$ cat config.mk
export PLATFORM = sky130hd
export DESIGN_NAME = dcc_ctrl
export DESIGN_NICKNAME = d
export VERILOG_FILES = /design/src/common/dcc_pkg.sv /design/src/rtl/dcc_ctrl.sv /design/src/rtl/dcc_refresh.sv
export SDC_FILE = /design/constraint.sdc
export NUM_CORES = 1
export LEC_CHECK = 0
export BUFFER_PORTS_ARGS = -buffer_cell sky130_fd_sc_hd__buf_2
export CAP_MARGIN = 30
export CORE_UTILIZATION = 30
export DETAILED_ROUTE_END_ITERATION = 12
export GPL_TIMING_DRIVEN = 0
export PLACE_DENSITY_LB_ADDON = 0.1
export SYNTH_ARGS = -nofsm -noshare
export SYNTH_HDL_FRONTEND = slang
export SYNTH_HIERARCHICAL = 1
export SYNTH_SLANG_ARGS = --single-unit
$ cat constraint.sdc
create_clock -name aclk -period 8.1 [get_ports aclk]
set_clock_uncertainty 0.1 [all_clocks]
set_input_delay 1.215 -clock aclk [delete_from_list [all_inputs] [get_ports aclk]]
set_output_delay 1.215 -clock aclk [all_outputs]
set_load 0.005 [all_outputs]
$ cat src/common/dcc_pkg.sv
package dcc_pkg;

  // Register byte offsets from the module base.
  localparam logic [11:0] DCC_CTRL_OFF = 12'h100;
  localparam logic [11:0] DCC_BLK0_ADDR_OFF = 12'h108;
  localparam logic [11:0] DCC_BLK0_MASK_OFF = 12'h10C;
  localparam logic [11:0] DCC_BLK1_ADDR_OFF = 12'h110;
  localparam logic [11:0] DCC_BLK1_MASK_OFF = 12'h114;
  localparam logic [11:0] DCC_STATUS_OFF = 12'h118;

  // Control register fields.
  localparam int DCC_CTRL_SYNC_BIT = 15;
  localparam int DCC_CTRL_NOMUX_BIT = 13;
  localparam int DCC_CTRL_RC_LSB = 0;
  localparam int DCC_RC_W = 11;
  localparam logic [31:0] DCC_CTRL_RESET = 32'h0000_0000;

  // Block address-and-control fields.
  localparam int DCC_BA_LSB = 18;
  localparam int DCC_BA_W = 14;
  localparam int DCC_PS_LSB = 4;
  localparam int DCC_MODE_LSB = 2;
  localparam int DCC_EN_BIT = 0;
  localparam logic [31:0] DCC_BLK_ADDR_RESET = 32'h0000_0000;
  localparam logic [31:0] DCC_BLK_MASK_RESET = 32'h0000_0000;

  // Refresh interval unit in clock cycles per count.
  localparam int DCC_RC_UNIT = 16;
  localparam int DCC_RC_CNT_W = 16;

  // Access timing in clock cycles.
  localparam logic [3:0] DCC_RAS_CYC = 4'h2;
  localparam logic [3:0] DCC_CAS_CYC = 4'h2;
  localparam logic [3:0] DCC_PRE_CYC = 4'h2;
  localparam logic [3:0] DCC_REF_CYC = 4'h4;

  localparam logic [1:0] DCC_RESP_OKAY = 2'h0;
  localparam logic [1:0] DCC_RESP_SLVERR = 2'h2;

  typedef enum logic [1:0]
  {
    DCC_PS_32 = 2'h0,
    DCC_PS_8 = 2'h1,
    DCC_PS_16 = 2'h2
  } dcc_port_size_t;

  typedef enum logic [1:0]
  {
    DCC_AM_NONPAGE = 2'h0,
    DCC_AM_BURST = 2'h1,
    DCC_AM_CONT = 2'h2,
    DCC_AM_EDO = 2'h3
  } dcc_amode_t;

  typedef enum logic [2:0]
  {
    DCC_ST_IDLE = 3'h0,
    DCC_ST_ROW = 3'h1,
    DCC_ST_COL = 3'h2,
    DCC_ST_PAGE = 3'h3,
    DCC_ST_PRE = 3'h4,
    DCC_ST_REF = 3'h5
  } dcc_state_t;

endpackage : dcc_pkg

$ cat src/rtl/dcc_ctrl.sv
// Register access over AXI4-Lite was chosen for this implementation.
`timescale 1ns/1ps
`default_nettype none

module dcc_ctrl
  import dcc_pkg::*;
#(
  parameter int ADDR_W = 32,
  parameter int MUX_W = 12,
  parameter int COL_BITS = 9,
  parameter int RC_UNIT = DCC_RC_UNIT
)
(
  input wire logic aclk,
  input wire logic aresetn,
  input wire logic [11:0] s_axi_awaddr,
  input wire logic s_axi_awvalid,
  output logic s_axi_awready,
  input wire logic [31:0] s_axi_wdata,
  input wire logic [3:0] s_axi_wstrb,
  input wire logic s_axi_wvalid,
  output logic s_axi_wready,
  output logic [1:0] s_axi_bresp,
  output logic s_axi_bvalid,
  input wire logic s_axi_bready,
  input wire logic [11:0] s_axi_araddr,
  input wire logic s_axi_arvalid,
  output logic s_axi_arready,
  output logic [31:0] s_axi_rdata,
  output logic [1:0] s_axi_rresp,
  output logic s_axi_rvalid,
  input wire logic s_axi_rready,
  input wire logic mem_req,
  input wire logic [ADDR_W-1:0] mem_addr,
  input wire logic mem_write,
  output logic mem_ack,
  output logic mem_miss,
  output logic [1:0] row_strobe_n,
  output logic [3:0] column_strobe_n,
  output logic dram_write,
  output logic [MUX_W-1:0] dram_addr,
  output logic sync_row_strobe_n,
  output logic sync_column_strobe_n
);
  import dcc_pkg::*;

  if (ADDR_W < DCC_BA_LSB + DCC_BA_W || MUX_W < COL_BITS ||
      ADDR_W < MUX_W + COL_BITS)
  begin : g_bad_widths
    $error("dcc_ctrl: address widths cannot be served");
  end

  function automatic logic [31:0] merge_bytes(input logic [31:0] old_v,
                                              input logic [31:0] new_v,
                                              input logic [3:0] strb);
    logic [31:0] r;
    r = old_v;
    for (int i = 0; i < 4; i++)
    begin
      if (strb[i])
        r[i*8 +: 8] = new_v[i*8 +: 8];
    end
    return r;
  endfunction : merge_bytes

  function automatic logic blk_hit(input logic [31:0] ac,
                                   input logic [31:0] mask,
                                   input logic [ADDR_W-1:0] a);
    logic [DCC_BA_W-1:0] cmp;
    cmp = (a[DCC_BA_LSB +: DCC_BA_W] ^ ac[DCC_BA_LSB +: DCC_BA_W]) &
          ~mask[DCC_BA_LSB +: DCC_BA_W];
    return ac[DCC_EN_BIT] && (cmp == '0);
  endfunction : blk_hit

  ////////////////////////////////////////////////////////////////////////////

  logic [31:0] ctrl_ff;
  logic [31:0] ac0_ff;
  logic [31:0] mask0_ff;
  logic [31:0] ac1_ff;
  logic [31:0] mask1_ff;
  logic aw_hold_ff;
  logic w_hold_ff;
  logic [11:0] awaddr_ff;
  logic [31:0] wdata_ff;
  logic [3:0] wstrb_ff;
  logic bvalid_ff;
  logic [1:0] bresp_ff;
  logic rvalid_ff;
  logic [31:0] rdata_ff;
  logic [1:0] rresp_ff;

  wire aw_take = s_axi_awvalid & s_axi_awready;
  wire w_take = s_axi_wvalid & s_axi_wready;
  wire have_aw = aw_hold_ff | aw_take;
  wire have_w = w_hold_ff | w_take;
  wire wr_go = have_aw & have_w & ~bvalid_ff;
  wire [11:0] wr_addr = aw_hold_ff ? awaddr_ff : s_axi_awaddr;
  wire [31:0] wr_data = w_hold_ff ? wdata_ff : s_axi_wdata;
  wire [3:0] wr_strb = w_hold_ff ? wstrb_ff : s_axi_wstrb;
  wire wr_ctrl = wr_go && wr_addr == DCC_CTRL_OFF;
  wire wr_ac0 = wr_go && wr_addr == DCC_BLK0_ADDR_OFF;
  wire wr_mask0 = wr_go && wr_addr == DCC_BLK0_MASK_OFF;
  wire wr_ac1 = wr_go && wr_addr == DCC_BLK1_ADDR_OFF;
  wire wr_mask1 = wr_go && wr_addr == DCC_BLK1_MASK_OFF;
  wire wr_known = wr_ctrl | wr_ac0 | wr_mask0 | wr_ac1 | wr_mask1;
  wire [31:0] ctrl_merged = merge_bytes(ctrl_ff, wr_data, wr_strb);
  // The sync bit can be set by software but only reset clears it.
  wire [31:0] nxt_ctrl = {ctrl_merged[31:16],
                          ctrl_merged[DCC_CTRL_SYNC_BIT] |
                          ctrl_ff[DCC_CTRL_SYNC_BIT],
                          ctrl_merged[14:0]};

  assign s_axi_awready = ~aw_hold_ff & ~bvalid_ff;
  assign s_axi_wready = ~w_hold_ff & ~bvalid_ff;
  assign s_axi_bvalid = bvalid_ff;
  assign s_axi_bresp = bresp_ff;

  always_ff @(posedge aclk)
  begin
    if (!aresetn)
    begin
      aw_hold_ff <= 1'b0;
      w_hold_ff <= 1'b0;
      awaddr_ff <= '0;
      wdata_ff <= '0;
      wstrb_ff <= '0;
      bvalid_ff <= 1'b0;
      bresp_ff <= DCC_RESP_OKAY;
    end
    else
    begin
      aw_hold_ff <= have_aw & ~wr_go;
      w_hold_ff <= have_w & ~wr_go;
      if (aw_take)
        awaddr_ff <= s_axi_awaddr;
      if (w_take)
      begin
        wdata_ff <= s_axi_wdata;
        wstrb_ff <= s_axi_wstrb;
      end
      if (wr_go)
        bresp_ff <= wr_known ? DCC_RESP_OKAY : DCC_RESP_SLVERR;
      bvalid_ff <= wr_go | (bvalid_ff & ~s_axi_bready);
    end
  end

  // Each block has its own mode, held in its own address-and-control register.
  always_ff @(posedge aclk)
  begin
    if (!aresetn)
    begin
      ctrl_ff <= DCC_CTRL_RESET;
      ac0_ff <= DCC_BLK_ADDR_RESET;
      mask0_ff <= DCC_BLK_MASK_RESET;
      ac1_ff <= DCC_BLK_ADDR_RESET;
      mask1_ff <= DCC_BLK_MASK_RESET;
    end
    else
    begin
      if (wr_ctrl)
        ctrl_ff <= nxt_ctrl;
      if (wr_ac0)
        ac0_ff <= merge_bytes(ac0_ff, wr_data, wr_strb);
      if (wr_mask0)
        mask0_ff <= merge_bytes(mask0_ff, wr_data, wr_strb);
      if (wr_ac1)
        ac1_ff <= merge_bytes(ac1_ff, wr_data, wr_strb);
      if (wr_mask1)
        mask1_ff <= merge_bytes(mask1_ff, wr_data, wr_strb);
    end
  end

  ////////////////////////////////////////////////////////////////////////////

  dcc_state_t state_ff;
  dcc_state_t nxt_state;
  logic [3:0] tmr_ff;
  logic blk_ff;
  logic row_valid_ff;
  logic [ADDR_W-COL_BITS-1:0] open_row_ff;
  logic [1:0] row_n_ff;
  logic [3:0] col_n_ff;
  logic write_ff;
  logic [MUX_W-1:0] addr_ff;
  logic ack_ff;
  logic miss_ff;
  logic busy_ff;
  logic ref_req;
  logic ref_ack;

  wire [31:0] rd_mux =
    (s_axi_araddr == DCC_CTRL_OFF) ? ctrl_ff :
    (s_axi_araddr == DCC_BLK0_ADDR_OFF) ? ac0_ff :
    (s_axi_araddr == DCC_BLK0_MASK_OFF) ? mask0_ff :
    (s_axi_araddr == DCC_BLK1_ADDR_OFF) ? ac1_ff :
    (s_axi_araddr == DCC_BLK1_MASK_OFF) ? mask1_ff :
    {26'h0, ref_req, row_valid_ff, busy_ff, state_ff};
  wire rd_known = s_axi_araddr == DCC_CTRL_OFF ||
                  s_axi_araddr == DCC_BLK0_ADDR_OFF ||
                  s_axi_araddr == DCC_BLK0_MASK_OFF ||
                  s_axi_araddr == DCC_BLK1_ADDR_OFF ||
                  s_axi_araddr == DCC_BLK1_MASK_OFF ||
                  s_axi_araddr == DCC_STATUS_OFF;

  assign s_axi_arready = ~rvalid_ff;
  assign s_axi_rvalid = rvalid_ff;
  assign s_axi_rdata = rdata_ff;
  assign s_axi_rresp = rresp_ff;

  always_ff @(posedge aclk)
  begin
    if (!aresetn)
    begin
      rvalid_ff <= 1'b0;
      rdata_ff <= '0;
      rresp_ff <= DCC_RESP_OKAY;
    end
    else
    begin
      if (s_axi_arvalid & ~rvalid_ff)
      begin
        rdata_ff <= rd_known ? rd_mux : 32'h0000_0000;
        rresp_ff <= rd_known ? DCC_RESP_OKAY : DCC_RESP_SLVERR;
      end
      rvalid_ff <= (s_axi_arvalid & ~rvalid_ff) | (rvalid_ff & ~s_axi_rready);
    end
  end

  ////////////////////////////////////////////////////////////////////////////

  dcc_refresh #(
    .RC_UNIT(RC_UNIT)
  ) u_refresh (
    .aclk(aclk),
    .aresetn(aresetn),
    .refresh_count(ctrl_ff[DCC_CTRL_RC_LSB +: DCC_RC_W]),
    .ref_ack(ref_ack),
    .ref_req(ref_req)
  );

  // With overlapping blocks block 0 simply wins; software must avoid it.
  wire hit0 = blk_hit(ac0_ff, mask0_ff, mem_addr);
  wire hit1 = blk_hit(ac1_ff, mask1_ff, mem_addr);
  wire any_hit = hit0 | hit1;
  wire sel_blk = ~hit0;
  wire [31:0] sel_ac = sel_blk ? ac1_ff : ac0_ff;
  wire dcc_amode_t sel_mode = dcc_amode_t'(sel_ac[DCC_MODE_LSB +: 2]);
  wire dcc_port_size_t sel_ps = dcc_port_size_t'(sel_ac[DCC_PS_LSB +: 2]);
  // The page is every address bit above the column, more than the MUX_W row bits sent on the pins.
  wire [ADDR_W-COL_BITS-1:0] req_row = mem_addr[ADDR_W-1:COL_BITS];
  wire page_hit = row_valid_ff && blk_ff == sel_blk &&
                  open_row_ff == req_row;
  wire keep_open = sel_mode != DCC_AM_NONPAGE;
  wire no_mux = ctrl_ff[DCC_CTRL_NOMUX_BIT];
  wire sync_mode = ctrl_ff[DCC_CTRL_SYNC_BIT];
  // Column strobes follow port width: narrow ports use the lower lanes.
  wire [3:0] lane_n = (sel_ps == DCC_PS_8) ? 4'hE :
                      (sel_ps == DCC_PS_16) ? 4'hC : 4'h0;
  wire [MUX_W-1:0] row_addr = mem_addr[COL_BITS +: MUX_W];
  wire [MUX_W-1:0] col_addr = no_mux ? mem_addr[MUX_W-1:0] :
                              MUX_W'(mem_addr[COL_BITS-1:0]);
  wire tmr_done = tmr_ff == '0;
  wire start_ok = mem_req & ~mem_ack & ~miss_ff;

  always_comb
  begin
    nxt_state = state_ff;
    case (state_ff)
      DCC_ST_IDLE:
      begin
        if (ref_req)
          nxt_state = DCC_ST_REF;
        else if (start_ok & any_hit)
          nxt_state = DCC_ST_ROW;
      end
      DCC_ST_ROW:
        if (tmr_done)
          nxt_state = DCC_ST_COL;
      DCC_ST_COL:
        if (tmr_done)
          nxt_state = keep_open ? DCC_ST_PAGE : DCC_ST_PRE;
      DCC_ST_PAGE:
      begin
        if (ref_req || (start_ok && !page_hit))
          nxt_state = DCC_ST_PRE;
        else if (start_ok & page_hit)
          nxt_state = DCC_ST_COL;
      end
      DCC_ST_PRE:
        if (tmr_done)
          nxt_state = DCC_ST_IDLE;
      DCC_ST_REF:
        if (tmr_done)
          nxt_state = DCC_ST_PRE;
      default:
        nxt_state = DCC_ST_IDLE;
    endcase
  end

  wire enter = nxt_state != state_ff;
  wire go_row = enter && nxt_state == DCC_ST_ROW;
  wire go_col = enter && nxt_state == DCC_ST_COL;
  assign ref_ack = enter && nxt_state == DCC_ST_REF;
  wire col_end = state_ff == DCC_ST_COL && tmr_done;
  wire [3:0] nxt_tmr = go_row ? DCC_RAS_CYC :
                       go_col ? DCC_CAS_CYC :
                       ref_ack ? DCC_REF_CYC :
                       (enter && nxt_state == DCC_ST_PRE) ? DCC_PRE_CYC :
                       tmr_done ? tmr_ff : tmr_ff - 1'b1;

  // The machine drives every DRAM pin; the sync strobes are also gated by the control sync bit.
  always_ff @(posedge aclk)
  begin
    if (!aresetn)
    begin
      state_ff <= DCC_ST_IDLE;
      tmr_ff <= '0;
      blk_ff <= 1'b0;
      row_valid_ff <= 1'b0;
      open_row_ff <= '0;
      row_n_ff <= 2'h3;
      col_n_ff <= 4'hF;
      write_ff <= 1'b0;
      addr_ff <= '0;
      ack_ff <= 1'b0;
      miss_ff <= 1'b0;
      busy_ff <= 1'b0;
    end
    else
    begin
      state_ff <= nxt_state;
      tmr_ff <= nxt_tmr;
      ack_ff <= col_end;
      // A refresh that wins this cycle defers the miss until it is done.
      miss_ff <= start_ok & ~any_hit & ~ref_req & (state_ff == DCC_ST_IDLE);
      busy_ff <= nxt_state != DCC_ST_IDLE;
      if (go_row)
      begin
        blk_ff <= sel_blk;
        open_row_ff <= req_row;
        row_valid_ff <= 1'b1;
        addr_ff <= row_addr;
        row_n_ff <= sel_blk ? 2'h1 : 2'h2;
        write_ff <= mem_write;
      end
      if (go_col)
      begin
        addr_ff <= col_addr;
        col_n_ff <= lane_n;
        write_ff <= mem_write;
      end
      if (col_end)
        col_n_ff <= 4'hF;
      // Every mode, EDO included, raises the column strobes when the column phase ends.
      if (ref_ack)
      begin
        row_n_ff <= 2'h0;
        col_n_ff <= 4'h0;
        row_valid_ff <= 1'b0;
      end
      if (enter && nxt_state == DCC_ST_PRE)
      begin
        row_n_ff <= 2'h3;
        col_n_ff <= 4'hF;
        row_valid_ff <= 1'b0;
      end
    end
  end

  assign mem_ack = ack_ff;
  assign mem_miss = miss_ff;
  assign row_strobe_n = row_n_ff;
  assign column_strobe_n = col_n_ff;
  assign dram_write = write_ff;
  assign dram_addr = addr_ff;
  assign sync_row_strobe_n = ~sync_mode | (&row_n_ff);
  assign sync_column_strobe_n = ~sync_mode | (&col_n_ff);

endmodule : dcc_ctrl

`default_nettype wire

$ cat src/rtl/dcc_refresh.sv
`timescale 1ns/1ps
`default_nettype none

module dcc_refresh
  import dcc_pkg::*;
#(
  parameter int RC_UNIT = DCC_RC_UNIT
)
(
  input wire logic aclk,
  input wire logic aresetn,
  input wire logic [DCC_RC_W-1:0] refresh_count,
  input wire logic ref_ack,
  output logic ref_req
);

  // The longest reload must still fit the interval counter.
  if (RC_UNIT < 1 || RC_UNIT * (2 ** DCC_RC_W) >= 2 ** DCC_RC_CNT_W)
  begin : g_bad_unit
    $error("dcc_refresh: RC_UNIT cannot be served");
  end

  localparam logic [DCC_RC_CNT_W-1:0] UNIT_CNT =
    DCC_RC_CNT_W'(RC_UNIT);

  logic [DCC_RC_CNT_W-1:0] interval_ff;
  logic [DCC_RC_CNT_W-1:0] nxt_interval;
  logic req_ff;
  logic [DCC_RC_CNT_W-1:0] reload;

  // One refresh count of zero still gives one unit, so refresh never stops.
  assign reload = DCC_RC_CNT_W'((refresh_count + 1'b1) * UNIT_CNT);
  assign nxt_interval = ref_ack ? reload :
                        (interval_ff != '0) ? interval_ff - 1'b1 :
                        interval_ff;

  always_ff @(posedge aclk)
  begin
    if (!aresetn)
    begin
      interval_ff <= UNIT_CNT;
      req_ff <= 1'b0;
    end
    else
    begin
      interval_ff <= nxt_interval;
      // Request set wins over acknowledge arriving in the same cycle.
      req_ff <= (interval_ff == 1) | (req_ff & ~ref_ack);
    end
  end

  assign ref_req = req_ff;

endmodule : dcc_refresh

`default_nettype wire

# After elaboration in Yosys (flattened, before gate mapping)
# Index checks and enable logic that the tools add are counted.
dict set report classes {
  n_mux 43
  bitwise_logic 53
  addsub 3
  reduce_logical 60
  n_eq_ne 28
}
# operator count
set op_table {}
lappend op_table {{two-way mux 32 bit} 7}
lappend op_table {{equality test 12 x 9 -> 1 bit, second input constant} 11}
lappend op_table {{two-way mux 12 bit} 4}
lappend op_table {{AND reduction 2 bit} 21}
lappend op_table {{two-way mux 3 bit} 12}
lappend op_table {{two-way mux 16 bit} 2}
lappend op_table {{AND 14 bit} 2}
lappend op_table {{logical NOT 14 bit} 2}
lappend op_table {{inverter 14 bit} 2}
lappend op_table {{XOR 14 bit} 2}
lappend op_table {{two-way mux 4 bit} 6}
lappend op_table {{equality test 23 bit} 1}
lappend op_table {{AND 1 bit} 19}
lappend op_table {{one-hot mux 3 bit (6 select lines)} 1}
lappend op_table {{equality test 16 x 1 -> 1 bit, second input constant} 1}
lappend op_table {{nonzero test 16 bit} 1}
lappend op_table {{subtractor 16 x 1 -> 16 bit, second input constant} 1}
lappend op_table {{logical AND 1 bit} 15}
lappend op_table {{inverter 1 bit} 15}
lappend op_table {{two-way mux 2 bit} 7}
lappend op_table {{bitwise OR 1 bit} 13}
lappend op_table {{adder 11 x 1 -> 12 bit, second input constant} 1}
lappend op_table {{equality test 3 bit, second input constant} 4}
lappend op_table {{equality test 3 x 2 -> 1 bit, second input constant} 3}
lappend op_table {{21 further kinds} 34}
dict set report word_totals {
  inputBits 101
  register_bits 319
}

# Logic depth before layout (Yosys ltp)
# Gate-level depths: netlist of run 1.
dict set report depth {
  depth_word 19
  mapped_depth 11
  mapped_depth_nobuf 9
}

# By module
# The synthesis of run 1 kept the hierarchy.
# mod n_inst seq_area_each_um2 cells_each area_each_um2
set modules_own_cells {}
lappend modules_own_cells {dcc_ctrl 1 5985.7 1506 13133.8}
lappend modules_own_cells {dcc_refresh 1 340.3 135 1156.1}

# Worst setup path after synthesis of run 1
# OpenSTA, ideal clock, no wires.
dict set report synth_path {
  kind {in2reg}
  start {in mem_addr[18]}
  end {reg col_n_ff[2] (netlist: column_strobe_n[2])}
  path_stages 11
  arrival_time_ns 3.438
  path_buffers 3
  setup_ns 0.124
  path_slack_ns 4.437
  cell_sequence {clkbuf_1 xnor2_1 nor2_1 or4_4 nor4_2 nor2_1 o21a_1 buf_6 or2_1 buf_6 a2111o_1}
}
dict set report synth_between {
  elab_chain_cells 16
}
# element line_no
set synth_rtl {}
lappend synth_rtl {{start: declaration} dcc_ctrl.sv:34} ;# input wire logic [ADDR_W-1:0] mem_addr,
lappend synth_rtl {{XOR 14 bit} dcc_ctrl.sv:70} ;# cmp = (a[DCC_BA_LSB +: DCC_BA_W] ^ ac[DCC_BA_LSB +: DCC_BA_W]) &
lappend synth_rtl {{AND 14 bit} dcc_ctrl.sv:70}
lappend synth_rtl {{logical NOT 14 bit} dcc_ctrl.sv:72} ;# return ac[DCC_EN_BIT] && (cmp == '0);
lappend synth_rtl {{logical AND 1 bit} dcc_ctrl.sv:72}
lappend synth_rtl {{inverter 1 bit} dcc_ctrl.sv:246} ;# wire sel_blk = ~hit0;
lappend synth_rtl {{equality test 1 bit} dcc_ctrl.sv:252} ;# wire page_hit = row_valid_ff && blk_ff == sel_blk &&
lappend synth_rtl {{logical AND 1 bit (2 in a row)} dcc_ctrl.sv:252}
lappend synth_rtl {{logical NOT 1 bit} dcc_ctrl.sv:285} ;# if (ref_req || (start_ok && !page_hit))
lappend synth_rtl {{logical AND 1 bit} dcc_ctrl.sv:285}
lappend synth_rtl {{logical OR 1 bit} dcc_ctrl.sv:285}
lappend synth_rtl {{two-way mux 3 bit} dcc_ctrl.sv:285}
lappend synth_rtl {{one-hot mux 3 bit (6 select lines)} dcc_ctrl.sv:269} ;# case (state_ff)
lappend synth_rtl {{inequality test 3 bit, or another cell as far along} dcc_ctrl.sv:301} ;# wire enter = nxt_state != state_ff;
lappend synth_rtl {{logical AND 1 bit, on equally long branches} {dcc_ctrl.sv:304, dcc_ctrl.sv:303, dcc_ctrl.sv:362}}
lappend synth_rtl {{nonzero test 3 bit (no source line), or another cell as far along} n/a}
lappend synth_rtl {{end signal: assignment} dcc_ctrl.sv:350} ;# col_n_ff <= lane_n;
lappend synth_rtl {{end: declaration} dcc_ctrl.sv:183} ;# logic [3:0] col_n_ff;
# Parallel ways exist; a longest one is shown, timed or not. The select of a mux whose other input is x is not followed.
# A chain may end at the register's enable or synchronous reset.

# Worst setup path in the final report of run 1
dict set report layout_path {
  start {in mem_addr[18]}
  end {reg tmr_ff[0]}
}
dict set report layout_between {
  elab_chain_cells 16
}
# element line_no
set layout_rtl {}
lappend layout_rtl {{XOR 14 bit} dcc_ctrl.sv:70}
lappend layout_rtl {{AND 14 bit} dcc_ctrl.sv:70}
lappend layout_rtl {{logical NOT 14 bit} dcc_ctrl.sv:72}
lappend layout_rtl {{logical AND 1 bit} dcc_ctrl.sv:72}
lappend layout_rtl {{inverter 1 bit} dcc_ctrl.sv:246}
lappend layout_rtl {{equality test 1 bit} dcc_ctrl.sv:252}
lappend layout_rtl {{logical AND 1 bit (2 in a row)} dcc_ctrl.sv:252}
lappend layout_rtl {{logical NOT 1 bit} dcc_ctrl.sv:285}
lappend layout_rtl {{logical AND 1 bit} dcc_ctrl.sv:285}
lappend layout_rtl {{logical OR 1 bit} dcc_ctrl.sv:285}
lappend layout_rtl {{two-way mux 3 bit} dcc_ctrl.sv:285}
lappend layout_rtl {{one-hot mux 3 bit (6 select lines) (*)} dcc_ctrl.sv:269}
lappend layout_rtl {{inequality test 3 bit, or another cell as far along} dcc_ctrl.sv:301}
lappend layout_rtl {{logical AND 1 bit, on equally long branches} n/a}
lappend layout_rtl {{OR reduction 5 bit (no source line) (*)} n/a}
lappend layout_rtl {{end signal: assignment} dcc_ctrl.sv:333} ;# tmr_ff <= nxt_tmr;
lappend layout_rtl {{end: declaration} dcc_ctrl.sv:178} ;# logic [3:0] tmr_ff;
# Mark *: on every way between the ends. The rest lies on a longest branch, timed or not.

==> results of run 1 <==
==> cells by family (layout without fill, tap and decap cells) <==
kind of cell               after synthesis  after routing  share of synthesized area
AOI/OAI and AO/OA                      399            399                      0.194
xor gates and xnor gates                69             69                     0.0428
adders and majority gates                4              4                    0.00350
buffers and inverters                  131            366                     0.0403
DFF                                    316            316                      0.443
muxes                                  128            128                     0.0898
other                                    1              2                   0.000262
and+or+nand+nor                        593            593                      0.187
==> through the flow <==
step | cells | cell area [sq um] | utilization
after floorplan | 1642 | 14300 | -
after global placement | 2407 | 15800 | 0.339
after detailed placement | 2413 | 15900 | 0.340
after CTS | 2484 | 17200 | 0.368
after global routing | 2484 | 17200 | 0.368
final | 2484 | 17200 | 0.368
==> state kept, by name, indices dropped and copies added, names as in the netlist, 2 cells and up <==
name	cells
ctrl_ff	32
mask1_ff	32
tmr_ff	4
mask0_ff	32
ac0_ff	32
column_strobe_n	3
ac1_ff	32
u_refresh/interval_ff	16
state_ff	3
wdata_ff	32
dram_addr	12
open_row_ff	23
wstrb_ff	4
s_axi_rdata	32
row_strobe_n	2
awaddr_ff	12
==> Yosys cell counts (11+ instances only) <==
master / instances
a22oi_1: 16
inv_1: 11
a211oi_1: 142
nor2_1: 322
xnor2_1: 38
clkbuf_1: 78
o221ai_1: 16
buf_2: 22
nor3_1: 12
nand2b_1: 12
dfxtp_1: 316
nand3_1: 12
nor4_1: 20
o22ai_1: 13
a21oi_1: 123
xor2_1: 30
mux2i_1: 126
nand2_1: 143
==> report_power, final <==
group	internal [uW]	leakage, uW	switching [uW]	total, uW
logic	355	0.00333	503	859
clock network	1060	0.000638	712	1770
registers	1670	0.00256	93.9	1760
==> routing by layer <==
| layer | routed length, um | track usage | vias up | share of wire |
|---|---|---|---|---|
| li1 | - | - | 6287 | - |
| met1 | 24000 | 0.289 | 6121 | 0.46 |
| met2 | 23500 | 0.336 | 371 | 0.45 |
| met3 | 3110 | 0.0378 | 87 | 0.059 |
| met4 | 1830 | 0.0862 | 0 | 0.035 |
| met5 | 0 | 0 | - | 0 |
==> path summary, 6_finish.rpt <==
| kind | start | to | slack, ps | cells past startpoint |
|---|---|---|---|---|
| min | wdata_ff[20] | wdata_ff[20] | 350 | 2 |
| max reg2reg | ac0_ff[26] | tmr_ff[0] | 4730 | 9 |
| min reg2reg | wdata_ff[20] | wdata_ff[20] | 350 | 2 |
| max | mem_addr[18] | tmr_ff[0] | 4100 | 10 |
==> cells in the final DEF, fill, tap and decap left out, types with 20 or more instances in the layout <==
cell / count
clkbuf_16: 39
xnor2_1: 38
dfxtp_1: 316
nand2_1: 143
a21oi_1: 123
clkbuf_1: 88
buf_2: 180
a211oi_1: 142
xor2_1: 30
nor4_1: 20
nor2_1: 322
mux2i_1: 126
==> final cells by class <==
type / instances / area share
clock inverter: 14 / 0.00931
sequential: 316 / 0.368
buffer: 119 / 0.0309
tap: 607 / 0.0442
multi-input combinational: 1195 / 0.430
inverter: 12 / 0.00262
timing repair buffer: 164 / 0.0499
clock buffer: 57 / 0.0653
==> tightest hold or removal path, stage by stage (launching register included) <==
cell     delay (ps)
dfxtp_1         300
nand2_1          50
a21oi_1          50
==> flow_metrics.tcl, run 1 <==
set metrics [dict create \
    outcome "finished with violations" \
    violations "DRC" \
    place_congestion 0.854 \
    clkTransAtPathRegs_ps 60 \
    floorplan.initialDensity 0.306 \
    n_antenna_cell 0 \
    period_minus_slack_ps 4000 \
    setup_violations 0 \
    fillCellCount 4855 \
    drv_slew 0 \
    synth.yosys.seq_area_share 0.443 \
    num_rows 79 \
    grt.overflow.total 0 \
    ir_worst_vdd_mv 0.126 \
    rsz0062_at_grt "no" \
    fin_ws_ps 4100 \
    antenna_found_initial 1 \
    tritoncts "built" \
    track_usage 0.214 \
    synth_seq_cells 316 \
    area_growth_pct 20.3 \
    place_hpwl_um 39600 \
    p_leak_uw 0.00653 \
    synth_area_leaders "dfxtp_1, mux2i_1, nor2_1" \
    async_flop_share 0 \
    wirelength_um 52400 \
    power_density_nw_per_um2 255 \
    cts.repair.resized 0 \
    finalSetupTns_ps 0 \
    whs_ps 354 \
    final_hold_viol_count 0 \
    totalPowerFinal_uw 4390 \
    hold_buffers 0 \
    crit_chain "clkbuf_1 -> xnor2_1 -> nor2_1 -> or4_4 -> nor2_1 -> a311oi_1 -> a221oi_1 -> nand2b_1 -> buf_2 -> and4b_1" \
    core_area_sq_um 46800 \
    cts-buffers-inserted 39 \
    nets 1952 \
    worstSkewPairLatency_ps 560 \
    vias 12900 \
    min_path_type "reg -> reg" \
    slew_headroom 0.285 \
    path_max_fanout 8 \
    cts_setup_buffers 0 \
    cts_buffer_depth 3 \
    grt_start_max_net_pins 13 \
    syn_area_sq_um 14300 \
    dr.pass1.iters 10 \
    synth.avg_cell_area_sq_um 8.71 \
    io_buffer_count 158 \
    die_area_sq_um 48500 \
    die_y_um 220 \
    crit_family "simple AND/OR/NAND/NOR gates" \
    endpoint_kind "flop" \
    start_kind "primary input" \
    cts.htree.levels 2 \
    pre_cts_slack_ps 3550 \
    wire_per_inst_um 21.1 \
    worstPathArrival_ps 4350 \
    clock-sinks 316 \
    grt_pass1_wl_um 76800 \
    yosys_warnings 6 \
    fmax_ghz 0.250 \
    cpPeakStageDelay_ps 520 \
    layout-drive-gt1-share 0.156 \
    synth_flop_cell "dfxtp_1" \
    boundaryPins 165 \
    crit_path_top_delay_cell "or4_4" \
    postRouteAntennaNets 0 \
    drc_errors 10 \
    crit_buf_inv 2 \
    grt_pass1_vias 12100 \
    clock-root-buffer "clkbuf_16" \
    crit_type "in -> reg" \
    syn_inst 1641 \
    period_share 0.494 \
    multi_input_area_sq_um 7390 \
    die_w_um 220 \
    synth.distinct_cells 80 \
    drt_iter0_markers 933 \
    seq_area_sq_um 6330 \
    worstMarginPinSlew_ps 1070 \
    synth_edf_count 0 \
    crit_required_ps 8450 \
    cap_violations 0 \
    critical_path.most_common_cell "nor2_1" \
    vias_per_cell 5.18 \
    synth_top_cell_by_area "dfxtp_1" \
    synth_top_area_share 0.443 \
]
No activity file was read; power rests on OpenSTA's default activity.
==> run 2, diff against run 1 <==
Clock period 8.1 ns to 3.2 ns, I/O delays scaled along.
==> flow_metrics.tcl, run 2 (synthesis results as in run 1) <==
set metrics [dict create \
    outcome "finished with violations" \
    violations "DRC" \
    floorplan.initialDensity 0.306 \
    boundaryPins 165 \
    die_w_um 220 \
    grt_start_max_net_pins 13 \
    power_density_nw_per_um2 645 \
    fmax_ghz 0.330 \
    tritoncts "built" \
    nets 1953 \
    whs_ps 61.8 \
    clkTransAtPathRegs_ps 60 \
    wirelength_um 52500 \
    final_hold_viol_count 0 \
    n_antenna_cell 0 \
    fin_ws_ps 167 \
    finalSetupTns_ps 0 \
    place_congestion 0.854 \
    cts_buffer_depth 3 \
    setup_violations 0 \
    slew_headroom 0.306 \
    clock-root-buffer "clkbuf_16" \
    postRouteAntennaNets 0 \
    cts-buffers-inserted 39 \
    utilization 0.370 \
    worstMarginPinSlew_ps 1040 \
    die_area_sq_um 48500 \
    period_share 0.948 \
    drv_slew 0 \
    area_growth_pct 21.1 \
    worstPathArrival_ps 3340 \
    crit_type "reg -> reg" \
    rsz0062_at_grt "yes" \
    drc_errors 10 \
    antenna_found_initial 1 \
    crit_chain "buf_2 -> or4b_1 -> nor3b_1 -> o221a_2 -> and2_1 -> nand2b_1 -> clkbuf_1 -> clkbuf_1 -> a21oi_1 -> nor2_1" \
    crit_path_top_delay_cell "or4b_1" \
    track_usage 0.214 \
    num_rows 79 \
    cap_violations 0 \
    place_hpwl_um 39600 \
    endpoint_kind "flop" \
    vias 12800 \
    worstSkewPairLatency_ps 570 \
    core_area_sq_um 46800 \
    grt_pass1_vias 12100 \
    die_y_um 220 \
    final_cell_mix "dfxtp_1, nor2_1, buf_2" \
    path_max_fanout 10 \
    grt.overflow.total 0 \
    critical_path.most_common_cell "clkbuf_1" \
    io_buffer_count 158 \
    crit_family "simple AND/OR/NAND/NOR gates" \
    cts.htree.levels 2 \
    min_path_type "in -> reg" \
    crit_required_ps 3500 \
    drt_iter0_markers 901 \
    ir_worst_vdd_mv 0.322 \
    pre_cts_slack_ps -619 \
    grt_pass1_wl_um 76900 \
    layout_commonest_cell "dfxtp_1" \
    vias_per_cell 5.14 \
    p_leak_uw 0.00657 \
    period_minus_slack_ps 3030 \
    start_kind "flop" \
    wire_per_inst_um 21.1 \
    clock-sinks 316 \
    crit_buf_inv 3 \
    dr.pass1.iters 10 \
    cpPeakStageDelay_ps 490 \
    layout-drive-gt1-share 0.167 \
]
==> run 2: cell count changes in the layout (fill, tap and decap cells not counted), sizes merged <==
cell | before | now
buf | 203 | 201
clkbuf | 136 | 138
dlygate4sd3 | 0 | 1
==> run 2: stage by stage <==
| step | instances | total power (uW) | instance area, sq um |
|---|---|---|---|
| after floorplan | 1642 | 5980 | 14300 |
| after global placement | 2407 | 6680 | 15800 |
| after detailed placement | 2413 | 6710 | 15900 |
| after CTS | 2485 | 11200 | 17200 |
| after global routing | 2485 | 11700 | 17300 |
| final | 2485 | 11200 | 17300 |
==> run 2: layout make-up <==
class	instances	area (sq um)
Clock buffer	57	1120
Sequential cell	316	6330
Inverter	12	45.0
Clock inverter	14	160
Fill cell	4842	29400
Timing Repair Buffer	166	876
Tap cell	607	759
Multi-Input combinational cell	1195	7480
Buffer	118	534
==> run 2: routing by layer <==
metal | up-vias | GRT usage | part of all wire
met5 | - | 0 | 0
met4 | 0 | 0.0894 | 0.036
met3 | 81 | 0.0381 | 0.060
met2 | 353 | 0.335 | 0.45
met1 | 6053 | 0.289 | 0.46
li1 | 6284 | - | -
==> run 2: worst paths after layout <==
path              startpoint            to  slack (ps)  cells after the start
max               aw_hold_ff    ac1_ff[25]         170                     10
min          s_axi_awaddr[6]  awaddr_ff[6]          60                      3
max reg2reg       aw_hold_ff    ac1_ff[25]         170                     10
min reg2reg     wdata_ff[31]  wdata_ff[31]         350                      2
==> run 2: tightest hold or removal path: cells and delay by family <==
family	cells	cell delay, ps
mux	1	60
simple gates	1	70
buf+inv	1	80
==> run 2: repair_timing <==
item                       4_1_cts  5_1_grt
gates resized for setup          5       25
hold endpoints to repair         1        0
hold buffers                     1        0
setup endpoints to repair       27      106
pin swaps                        0        3
setup buffers                    0        1
==> run 2: power by group <==
part | switching [uW] | internal, uW
clock network | 1810 | 2690
registers | 238 | 4220
logic | 1290 | 912
